===== src/hdl/i2cm_pkg.sv =====
package i2cm_pkg;

  // ---------------------------------------------------------------------
  // Register bus geometry and register byte addresses
  // ---------------------------------------------------------------------
  localparam int unsigned AW          = 8;
  localparam int unsigned DW          = 16;
  localparam logic [7:0]  OFF_CONTROL = 8'h00;
  localparam logic [7:0]  OFF_STATUS  = 8'h04;
  localparam logic [7:0]  OFF_TX_DATA = 8'h08;
  localparam logic [7:0]  OFF_RX_BUF  = 8'h0c;
  localparam logic [7:0]  OFF_BIT_PER = 8'h10;

  // ---------------------------------------------------------------------
  // Control register fields
  // ---------------------------------------------------------------------
  localparam int unsigned CTL_START   = 0;
  localparam int unsigned CTL_RESTART = 1;
  localparam int unsigned CTL_STOP    = 2;
  localparam int unsigned CTL_RX_EN   = 3;
  localparam int unsigned CTL_ACK_EN  = 4;
  localparam int unsigned CTL_ACK_DT  = 5;
  localparam int unsigned CTL_EVT_W   = 5;

  // ---------------------------------------------------------------------
  // Status register fields
  // ---------------------------------------------------------------------
  localparam int unsigned ST_TBF      = 0;
  localparam int unsigned ST_RBF      = 1;
  localparam int unsigned ST_START    = 3;
  localparam int unsigned ST_STOP     = 4;
  localparam int unsigned ST_OV       = 6;
  localparam int unsigned ST_WCOL     = 7;
  localparam int unsigned ST_TRSTAT   = 14;
  localparam int unsigned ST_ACK_STATUS_FLAG  = 15;

  // ---------------------------------------------------------------------
  // Reset values and counts
  // ---------------------------------------------------------------------
  localparam logic [15:0] BIT_PER_RESET = 16'h0009;
  localparam logic [3:0]  LAST_DATA_BIT = 4'h7;
  localparam logic [3:0]  ACK_BIT       = 4'h8;

  // ---------------------------------------------------------------------
  // Sequencer states
  // ---------------------------------------------------------------------
  typedef enum logic [3:0] {
    SQ_IDLE,
    SQ_START_A,
    SQ_START_B,
    SQ_BIT_LO,
    SQ_BIT_HI,
    SQ_STOP_A,
    SQ_STOP_B,
    SQ_STOP_C,
    SQ_RS_A,
    SQ_RS_B,
    SQ_RS_C,
    SQ_RS_D
  } i2cm_state_t;

endpackage


===== src/hdl/i2cm_event_seq.sv =====
// What this block does
// - Acknowledge status: low ack clears, high sets.
// - Transmit write sets full; eighth bit clears.
// - Transmit write while shifting: discarded, collision.
// - Event bits ignore writes while event runs.
// - Receive enable clocks SCL, samples SDA bits.
// - Eighth receive fall: clear enable, load, interrupt.
// - Reading receive buffer clears its full flag.
// - Byte while full: set overflow, drop byte.
// - Overflow flag never blocks later reception.
// - Transmit write during other events: collision.
// - Ack request drives ACK or NACK bit.
// - Ack lasts two periods, then clears, interrupts.
// - Stop: SDA low, release SCL, release SDA.
// - Bus stop sets stop seen, clears start.
// - Restart: SCL low, release SDA, release SCL.
// - Restart: reload while SCL low, then SDA low.
// - Restart done: flags, clear request, interrupt.
// - Ninth fall captures ack, interrupts, idles.
// - Start request bit runs Start, self-clears.
`timescale 1ns/1ps
`default_nettype none

module i2cm_event_seq
(
  // Clock and reset.
  input  wire logic                       clk,
  input  wire logic                       resetn,
  // Register port.
  input  wire logic [i2cm_pkg::AW-1:0]    reg_addr,
  input  wire logic [i2cm_pkg::DW-1:0]    reg_wdata,
  input  wire logic                       reg_wr,
  input  wire logic                       reg_rd,
  output logic      [i2cm_pkg::DW-1:0]    reg_rdata,
  // Bus clock pin, open drain.
  input  wire logic                       scl_i,
  output logic                            scl_o,
  output logic                            scl_oe_n,
  // Bus data pin, open drain.
  input  wire logic                       sda_i,
  output logic                            sda_o,
  output logic                            sda_oe_n,
  // Event completion pulse.
  output logic                            master_event_irq
);

  // ---------------------------------------------------------------------
  // State of the whole block
  // ---------------------------------------------------------------------
  typedef struct packed {
    i2cm_pkg::i2cm_state_t state;
    logic [5:0]            control_reg;
    logic                  tx_buffer_full_flag;
    logic                  rx_buffer_full_flag;
    logic                  rx_overflow_flag;
    logic                  write_collision_flag;
    logic                  ack_status_flag;
    logic                  tx_active;
    logic                  start_seen;
    logic                  stop_seen;
    logic [7:0]            tx_shift;
    logic [7:0]            rx_shift_reg;
    logic [7:0]            rx_buffer_reg;
    logic [15:0]           bit_period;
    logic [15:0]           bit_period_counter;
    logic [3:0]            bit_num;
    logic                  scl_meta;
    logic                  scl_sync;
    logic                  sda_meta;
    logic                  sda_sync;
    logic                  sda_prev;
    logic                  scl_drive;
    logic                  sda_drive;
    logic                  irq;
    logic [15:0]           rdata;
  } i2cm_regs_t;

  localparam i2cm_regs_t RESET_V = '{
    state:      i2cm_pkg::SQ_IDLE,
    bit_period: i2cm_pkg::BIT_PER_RESET,
    scl_meta:   1'b1,
    scl_sync:   1'b1,
    sda_meta:   1'b1,
    sda_sync:   1'b1,
    sda_prev:   1'b1,
    default:    '0
  };

  i2cm_regs_t r_q;
  i2cm_regs_t r_d;
  logic       tick;
  logic       busy;
  logic [4:0] evt_req;
  logic [4:0] evt_one;
  logic [15:0] status_word;

  // ---------------------------------------------------------------------
  // Derived terms
  // ---------------------------------------------------------------------

  // Counter timeout marks the end of one bit period.
  assign tick = (r_q.bit_period_counter == 16'h0000);

  // Any event request or a running transmission makes the master busy.
  assign busy = (r_q.control_reg[4:0] != 5'h00) || r_q.tx_active;

  // Only the lowest requested event is taken, so one event runs at a time.
  assign evt_req = reg_wdata[4:0];
  assign evt_one = evt_req & (~evt_req + 5'h01);

  // Status word as software sees it.
  always_comb
  begin
    status_word                         = 16'h0000;
    status_word[i2cm_pkg::ST_TBF]       = r_q.tx_buffer_full_flag;
    status_word[i2cm_pkg::ST_RBF]       = r_q.rx_buffer_full_flag;
    status_word[i2cm_pkg::ST_START]     = r_q.start_seen;
    status_word[i2cm_pkg::ST_STOP]      = r_q.stop_seen;
    status_word[i2cm_pkg::ST_OV]        = r_q.rx_overflow_flag;
    status_word[i2cm_pkg::ST_WCOL]      = r_q.write_collision_flag;
    status_word[i2cm_pkg::ST_TRSTAT]    = r_q.tx_active;
    status_word[i2cm_pkg::ST_ACK_STATUS_FLAG]   = r_q.ack_status_flag;
  end

  // ---------------------------------------------------------------------
  // Next-state logic
  // ---------------------------------------------------------------------

  // Register access, pin sampling, bus watch and the event sequencer.
  always_comb
  begin
    r_d     = r_q;
    r_d.irq = 1'b0;

    // Two-stage synchronisers for the pins; only the second stage is used.
    r_d.scl_meta = scl_i;
    r_d.scl_sync = r_q.scl_meta;
    r_d.sda_meta = sda_i;
    r_d.sda_sync = r_q.sda_meta;
    r_d.sda_prev = r_q.sda_sync;

    // Free-running bit-period counter, reloaded at each timeout.
    r_d.bit_period_counter = tick ? r_q.bit_period : r_q.bit_period_counter - 16'h0001;

    // Start and stop conditions seen on the wires while SCL is high.
    if (r_q.scl_sync && r_q.sda_prev && !r_q.sda_sync)
    begin
      r_d.start_seen = 1'b1;
      r_d.stop_seen  = 1'b0;
    end
    if (r_q.scl_sync && !r_q.sda_prev && r_q.sda_sync)
    begin
      r_d.stop_seen  = 1'b1;
      r_d.start_seen = 1'b0;
    end

    // Read data stand for one cycle after the strobe, zero elsewhere.
    r_d.rdata = 16'h0000;
    if (reg_rd)
    begin
      case (reg_addr)
        i2cm_pkg::OFF_CONTROL: r_d.rdata = {10'h000, r_q.control_reg};
        i2cm_pkg::OFF_STATUS:  r_d.rdata = status_word;
        i2cm_pkg::OFF_TX_DATA: r_d.rdata = {8'h00, r_q.tx_shift};
        i2cm_pkg::OFF_RX_BUF:
        begin
          r_d.rdata               = {8'h00, r_q.rx_buffer_reg};
          r_d.rx_buffer_full_flag = 1'b0;
        end
        i2cm_pkg::OFF_BIT_PER: r_d.rdata = r_q.bit_period;
        default:               r_d.rdata = 16'h0000;
      endcase
    end

    // Software clears the sticky error flags by writing zero to them.
    if (reg_wr && (reg_addr == i2cm_pkg::OFF_STATUS))
    begin
      if (!reg_wdata[i2cm_pkg::ST_WCOL])
        r_d.write_collision_flag = 1'b0;
      if (!reg_wdata[i2cm_pkg::ST_OV])
        r_d.rx_overflow_flag = 1'b0;
    end
    if (reg_wr && (reg_addr == i2cm_pkg::OFF_BIT_PER))
      r_d.bit_period = reg_wdata;

    // Event sequencer.
    case (r_q.state)
      i2cm_pkg::SQ_IDLE:
      begin
      end
      // Start: SDA low under high SCL, then SCL low.
      i2cm_pkg::SQ_START_A:
      begin
        if (tick)
        begin
          r_d.scl_drive = 1'b1;
          r_d.state     = i2cm_pkg::SQ_START_B;
        end
      end
      i2cm_pkg::SQ_START_B:
      begin
        if (tick)
        begin
          r_d.control_reg[i2cm_pkg::CTL_START] = 1'b0;
          r_d.irq                              = 1'b1;
          r_d.state                            = i2cm_pkg::SQ_IDLE;
        end
      end
      // Low half of a bit: SCL held low for one period.
      i2cm_pkg::SQ_BIT_LO:
      begin
        if (tick)
        begin
          r_d.scl_drive = 1'b0;
          r_d.state     = i2cm_pkg::SQ_BIT_HI;
        end
      end
      // High half: the period counts only once SCL is really high.
      i2cm_pkg::SQ_BIT_HI:
      begin
        if (!r_q.scl_sync)
          r_d.bit_period_counter = r_q.bit_period;
        else if (tick)
        begin
          // Sample just before the falling edge, then pull SCL low.
          r_d.scl_drive = 1'b1;
          r_d.bit_num   = r_q.bit_num + 4'h1;
          r_d.state     = i2cm_pkg::SQ_BIT_LO;
          if (r_q.tx_active)
          begin
            if (r_q.bit_num == i2cm_pkg::ACK_BIT)
            begin
              r_d.ack_status_flag = r_q.sda_sync;
              r_d.tx_active       = 1'b0;
              r_d.irq             = 1'b1;
              r_d.state           = i2cm_pkg::SQ_IDLE;
            end
            else if (r_q.bit_num == i2cm_pkg::LAST_DATA_BIT)
            begin
              r_d.tx_buffer_full_flag = 1'b0;
              r_d.sda_drive           = 1'b0;
            end
            else
            begin
              r_d.sda_drive = ~r_q.tx_shift[7];
              r_d.tx_shift  = {r_q.tx_shift[6:0], 1'b0};
            end
          end
          else if (r_q.control_reg[i2cm_pkg::CTL_RX_EN])
          begin
            r_d.rx_shift_reg = {r_q.rx_shift_reg[6:0], r_q.sda_sync};
            if (r_q.bit_num == i2cm_pkg::LAST_DATA_BIT)
            begin
              r_d.control_reg[i2cm_pkg::CTL_RX_EN] = 1'b0;
              r_d.irq                              = 1'b1;
              r_d.state                            = i2cm_pkg::SQ_IDLE;
              if (r_q.rx_buffer_full_flag && !r_d.rx_buffer_full_flag)
              begin
                // Read in this very cycle frees the buffer for the new byte.
                r_d.rx_buffer_reg       = {r_q.rx_shift_reg[6:0], r_q.sda_sync};
                r_d.rx_buffer_full_flag = 1'b1;
              end
              else if (r_q.rx_buffer_full_flag)
                r_d.rx_overflow_flag = 1'b1;
              else
              begin
                r_d.rx_buffer_reg       = {r_q.rx_shift_reg[6:0], r_q.sda_sync};
                r_d.rx_buffer_full_flag = 1'b1;
              end
            end
          end
          else
          begin
            // Acknowledge bit done after its low and high period.
            r_d.control_reg[i2cm_pkg::CTL_ACK_EN] = 1'b0;
            r_d.irq                               = 1'b1;
            r_d.sda_drive                         = 1'b0;
            r_d.state                             = i2cm_pkg::SQ_IDLE;
          end
        end
      end
      // Stop: SDA low, release SCL, release SDA, one period each.
      i2cm_pkg::SQ_STOP_A:
      begin
        if (tick)
        begin
          r_d.scl_drive = 1'b0;
          r_d.state     = i2cm_pkg::SQ_STOP_B;
        end
      end
      i2cm_pkg::SQ_STOP_B:
      begin
        if (tick)
        begin
          r_d.sda_drive = 1'b0;
          r_d.state     = i2cm_pkg::SQ_STOP_C;
        end
      end
      i2cm_pkg::SQ_STOP_C:
      begin
        if (tick)
        begin
          r_d.control_reg[i2cm_pkg::CTL_STOP] = 1'b0;
          r_d.irq                             = 1'b1;
          r_d.state                           = i2cm_pkg::SQ_IDLE;
        end
      end
      // Restart: wait for SCL low, then release SDA for one period.
      i2cm_pkg::SQ_RS_A:
      begin
        r_d.bit_period_counter = r_q.bit_period;
        if (!r_q.scl_sync)
        begin
          r_d.sda_drive = 1'b0;
          r_d.state     = i2cm_pkg::SQ_RS_B;
        end
      end
      i2cm_pkg::SQ_RS_B:
      begin
        if (tick && r_q.sda_sync)
        begin
          r_d.scl_drive = 1'b0;
          r_d.state     = i2cm_pkg::SQ_RS_C;
        end
      end
      // Both lines high for one period, counted from SCL seen high.
      i2cm_pkg::SQ_RS_C:
      begin
        if (!r_q.scl_sync)
          r_d.bit_period_counter = r_q.bit_period;
        else if (tick)
        begin
          r_d.sda_drive = 1'b1;
          r_d.state     = i2cm_pkg::SQ_RS_D;
        end
      end
      // SDA low under high SCL for one period, then leave SCL low.
      i2cm_pkg::SQ_RS_D:
      begin
        if (tick)
        begin
          r_d.scl_drive                          = 1'b1;
          r_d.start_seen                         = 1'b1;
          r_d.stop_seen                          = 1'b0;
          r_d.control_reg[i2cm_pkg::CTL_RESTART] = 1'b0;
          r_d.irq                                = 1'b1;
          r_d.state                              = i2cm_pkg::SQ_IDLE;
        end
      end
      default:
      begin
        r_d.state = i2cm_pkg::SQ_IDLE;
      end
    endcase

    // Transmit write: taken only when the master is idle.
    if (reg_wr && (reg_addr == i2cm_pkg::OFF_TX_DATA))
    begin
      if (busy)
        r_d.write_collision_flag = 1'b1;
      else
      begin
        r_d.tx_buffer_full_flag = 1'b1;
        r_d.tx_active           = 1'b1;
        r_d.sda_drive           = ~reg_wdata[7];
        r_d.tx_shift            = {reg_wdata[6:0], 1'b0};
        r_d.bit_num             = 4'h0;
        r_d.bit_period_counter  = r_q.bit_period;
        r_d.state               = i2cm_pkg::SQ_BIT_LO;
      end
    end

    // Control write: ack data always, event bits only when idle.
    if (reg_wr && (reg_addr == i2cm_pkg::OFF_CONTROL))
    begin
      r_d.control_reg[i2cm_pkg::CTL_ACK_DT] = reg_wdata[i2cm_pkg::CTL_ACK_DT];
      if (!busy)
      begin
        r_d.control_reg[4:0]   = evt_one;
        r_d.bit_period_counter = r_q.bit_period;
        r_d.bit_num            = 4'h0;
        if (evt_one[i2cm_pkg::CTL_START])
        begin
          r_d.sda_drive = 1'b1;
          r_d.state     = i2cm_pkg::SQ_START_A;
        end
        else if (evt_one[i2cm_pkg::CTL_RESTART])
        begin
          r_d.scl_drive = 1'b1;
          r_d.state     = i2cm_pkg::SQ_RS_A;
        end
        else if (evt_one[i2cm_pkg::CTL_STOP])
        begin
          r_d.sda_drive = 1'b1;
          r_d.state     = i2cm_pkg::SQ_STOP_A;
        end
        else if (evt_one[i2cm_pkg::CTL_RX_EN])
        begin
          r_d.sda_drive = 1'b0;
          r_d.state     = i2cm_pkg::SQ_BIT_LO;
        end
        else if (evt_one[i2cm_pkg::CTL_ACK_EN])
        begin
          r_d.sda_drive = ~reg_wdata[i2cm_pkg::CTL_ACK_DT];
          r_d.state     = i2cm_pkg::SQ_BIT_LO;
        end
      end
    end
  end

  // ---------------------------------------------------------------------
  // State register
  // ---------------------------------------------------------------------

  // All state is held in one register with an asynchronous reset.
  always_ff @(posedge clk or negedge resetn)
  begin
    if (!resetn)
      r_q <= RESET_V;
    else
      r_q <= r_d;
  end

  // ---------------------------------------------------------------------
  // Outputs
  // ---------------------------------------------------------------------

  // Open-drain pins only ever pull low; enable is low while pulling.
  assign scl_o            = 1'b0;
  assign sda_o            = 1'b0;
  assign scl_oe_n         = ~r_q.scl_drive;
  assign sda_oe_n         = ~r_q.sda_drive;
  assign master_event_irq = r_q.irq;
  assign reg_rdata        = r_q.rdata;

endmodule

`default_nettype wire


===== config.mk =====
export PLATFORM = sky130hd
export DESIGN_NAME = i2cm_event_seq
export DESIGN_NICKNAME = d
export VERILOG_FILES = /design/src/hdl/i2cm_pkg.sv /design/src/hdl/i2cm_event_seq.sv
export SDC_FILE = /design/constraint.sdc
export NUM_CORES = 1
export LEC_CHECK = 0
export BUFFER_PORTS_ARGS = -buffer_cell sky130_fd_sc_hd__buf_2
export CAP_MARGIN = 20
export CORE_MARGIN = 2
export CORE_UTILIZATION = 46
export DETAILED_ROUTE_END_ITERATION = 8
export HOLD_SLACK_MARGIN = 0.15
export PLACE_DENSITY = 0.62
export REMOVE_ABC_BUFFERS = 1
export SYNTH_ARGS = -nofsm -noshare
export SYNTH_HDL_FRONTEND = slang
export SYNTH_SLANG_ARGS = --single-unit

===== constraint.sdc =====
create_clock -name clk -period 2.8 [get_ports clk]
set_clock_uncertainty 0.05 [all_clocks]
set_input_delay 0.14 -clock clk [delete_from_list [all_inputs] [get_ports clk]]
set_output_delay 0.14 -clock clk [all_outputs]
set_load 0.01 [all_outputs]

==> summary.md <==
| Metric | Value |
|---|---|
| Layout cell share with drive strength beyond 1 | `25.6%` |
| Root buffer cell | `clkbuf_8` |
| Post-CTS Setup Repair Bufs | `0` |
| Synth area leaders | `dfrtp_1, mux2_2, nand2_1` |
| Critical path peak fanout | `8` |
| Vias per cell | `5.62` |
| Die area | `0.0117 mm²` |
| Largest net degree at the start of global routing | `51` |
| Largest area contributor in the netlist | `dfrtp_1` |
| Initial core utilization | `46.6%` |
| Core footprint | `0.0107 mm²` |
| Main synth FF type | `dfrtp_1` |
| Cell Area, Synth | `0.00500 mm²` |
| Clock power frac | `36.5%` |
| DR pass1 iterations | `6` |
| Post-synthesis sequential area ratio | `50.7%` |
| VDD IR max | `0.417 mV` |
| Gr ovfl total | `0` |
| GRT Resource Usage Total | `21.9%` |
| RSZ-0062 raised after global routing | `false` |
| Cell variety after synth | `63` |
| Final Slew Violations | `0` |
| H-Tree Depth | `3` |
| Total Wirelength | `12,300 µm` |
| Critical path data arrival time | `2810 ps` |
| Leak | `2.57 nW` |
| First-pass GRT wire length | `19,500 µm` |
| Cts bufs inserted | `9` |
| Asr flop ratio synth | `100%` |
| Worst-Margin Slew | `735 ps` |
| Seq pwr share | `58.5%` |
| Synth warnings | `0` |
| Syn Inst Count | `483` |
| Filler instances | `970` |
| WS Path Type | `flip-flop to flip-flop` |
| Mean Syn Cell Area | `10.4 µm²` |
| Pre-CTS WS | `155 ps` |
| CTS tree | `done` |
| Share of Yosys cell area claimed by the top area cell type | `47.0%` |
| Pint | `1.98 mW` |
| IO Count | `51` |
| R2r endpoint | `r_q[60]` |
| Clk buf depth | `2` |
| Vias | `3,925` |
| Post-route DRC violation count | `0` |
| Final setup fails | `0` |
| R2R setup slack | `190 ps` |
| Sw Share | `23.0%` |
| Total negative slack | `0 ps` |
| Area grow syn2layout | `16.1%` |
| Crit share post-route | `93.2%` |
| Most frequent cells in the layout | `dfrtp_1, nand2_1, buf_2` |
| EDFF count, synth | `0` |
| Routed len/inst | `17.6 µm` |
| Final hold slack | `213 ps` |
| Cell Rows | `38` |
| Type of origin of the critical path | `flip-flop` |
| Initial antenna violation count | `0` |
| # diodes | `0` |
| Gpl congestion | `0.921` |
| Final WS setup | `191 ps` |
| Die width | `108 µm` |
| NetSw | `591 µW` |
| Rel. slew slack | `50.9%` |
| End of the critical path | `r_q[60]` |
| CP startpoint | `r_q[28]` |
| Clk pin slew, worst setup/hold paths | `100 ps` |
| Max Cap Viol | `0` |
| Commonest non-fill, non-tap cell in the layout | `dfrtp_1` |
| CP Capture Type | `flip-flop` |
| Final Critical Period | `2610 ps` |
| Min-Delay Path Class | `primary input to flip-flop` |
| DR iter-0 viols | `395` |
| Placed wire-length estimate | `8880 µm` |
| Clk_lat worst skew | `370 ps` |
| F_max | `383 MHz` |
| Antenna Nets Post-Route | `0` |
| Hold violation count in the final report | `0` |
| TritonCTS Sinks | `101` |
| Vias in the first global route | `3,832` |
| Flops & latches, synth | `101` |
| R2R cell count | `8` |
| Power share of the combinational group | `4.9%` |
| R2R Path Start | `r_q[28]` |
| Port Buffers | `48` |
| Die Y | `108 µm` |
| Outcome | `completed` |
| Nets@finish | `586` |
| Pwr dens | `443 mW/mm²` |
| Worst Path Required | `3000 ps` |
==> cells by family (layout without fill, tap and decap cells) <==
logic type / after synthesis / after routing / synth area share [%]
fa+ha+maj: 3 / 3 / 0.750
simple gates: 179 / 179 / 19.1
flops: 101 / 101 / 50.7
xor+xnor: 15 / 15 / 2.63
buf+inv: 47 / 121 / 5.53
other cells: 1 / 2 / 0.0749
mux: 40 / 40 / 8.83
compound gates: 97 / 97 / 12.4
==> how the worst min path moves through the flow <==
| stage | startpoint | endpoint | cells past startpoint |
|---|---|---|---|
| after CTS | reg_addr[5] | r_q[96] | 5 |
| after global placement | resetn | r_q[55] | 1 |
| final | reg_addr[5] | r_q[96] | 5 |
| after global routing | reg_addr[0] | r_q[96] | 5 |
| after detailed placement | resetn | r_q[55] | 1 |
| after floorplan | resetn | master_event_irq | 0 |
==> through the flow <==
| step | power [mW] | area (µm²) | util [%] | cells |
|---|---|---|---|---|
| final | 2.57 | 5810 | 54.1 | 698 |
| after global routing | 2.69 | 5810 | 54.1 | 698 |
| after CTS | 2.61 | 5800 | 54.0 | 698 |
| after detailed placement | 1.64 | 5360 | 49.9 | 658 |
| after global placement | 1.64 | 5360 | 49.9 | 658 |
| after floorplan | 1.56 | 4780 | - | 449 |
==> Yosys cell counts, types with 4 or more instances <==
master    count
dfrtp_1      94
nand2_1      52
nor2_1       38
mux2_2       33
a21oi_1      32
o21ai_0      25
buf_4        18
nand3_1      17
nor3_1       15
inv_1        12
clkbuf_1     11
xnor2_1       9
a222oi_1      8
and2_1        7
dfstp_2       7
mux2i_1       7
a22oi_1       6
nand2b_1      6
nand4_1       6
xor2_1        6
a31oi_1       5
buf_6         4
nand3b_1      4
nor2b_1       4
o21a_1        4
or4_1         4
==> worst max-delay path, cell delays in order (launching register included) <==
cell and delay (ps):
dfrtp_1 420, inv_1 80, ha_1 190, nor3b_2 360
and4b_1 310, and3_1 260, nand2_4 70, a211oi_4 370
mux2_2 380
==> flip-flops by register name, summed over array words and instances, names as in the netlist <==
name	count
r_q	81
master_event_irq	1
r_d	3
reg_rdata	16
==> what timing repair did <==
| item | 4_1_cts | 5_1_grt |
|---|---|---|
| hold buffers | 24 | 0 |
| endpoints found under the setup margin | 0 | 16 |
| hold endpoints to repair | 84 | 0 |
| gates resized for setup | 0 | 2 |
==> layout make-up <==
cell class / instances / area (µm²) / area share, %
multi-input cells: 336 / 2210 / 38.1
clock buffers: 11 / 141 / 2.43
inverters: 12 / 45.0 / 0.775
flip-flops and latches: 101 / 2540 / 43.6
repair buffers: 93 / 641 / 11.0
clock inverters: 5 / 60.1 / 1.03
well taps: 140 / 175 / 3.01
==> power groups by stage <==
stage	logic, mW	clock network (mW)	registers (mW)
floorplan	0.0330	0	1.52
global placement	0.103	0	1.53
detailed placement	0.105	0	1.53
CTS	0.129	0.974	1.51
global route	0.145	1.03	1.51
finish	0.127	0.940	1.51
==> layer usage <==
layer	track usage [%]	part of all wire (%)
met4	8.24	3.1
met2	35.0	46
met5	0	0
met1	29.7	45
met3	4.16	5.2
Power figures use the tool's default switching activity.
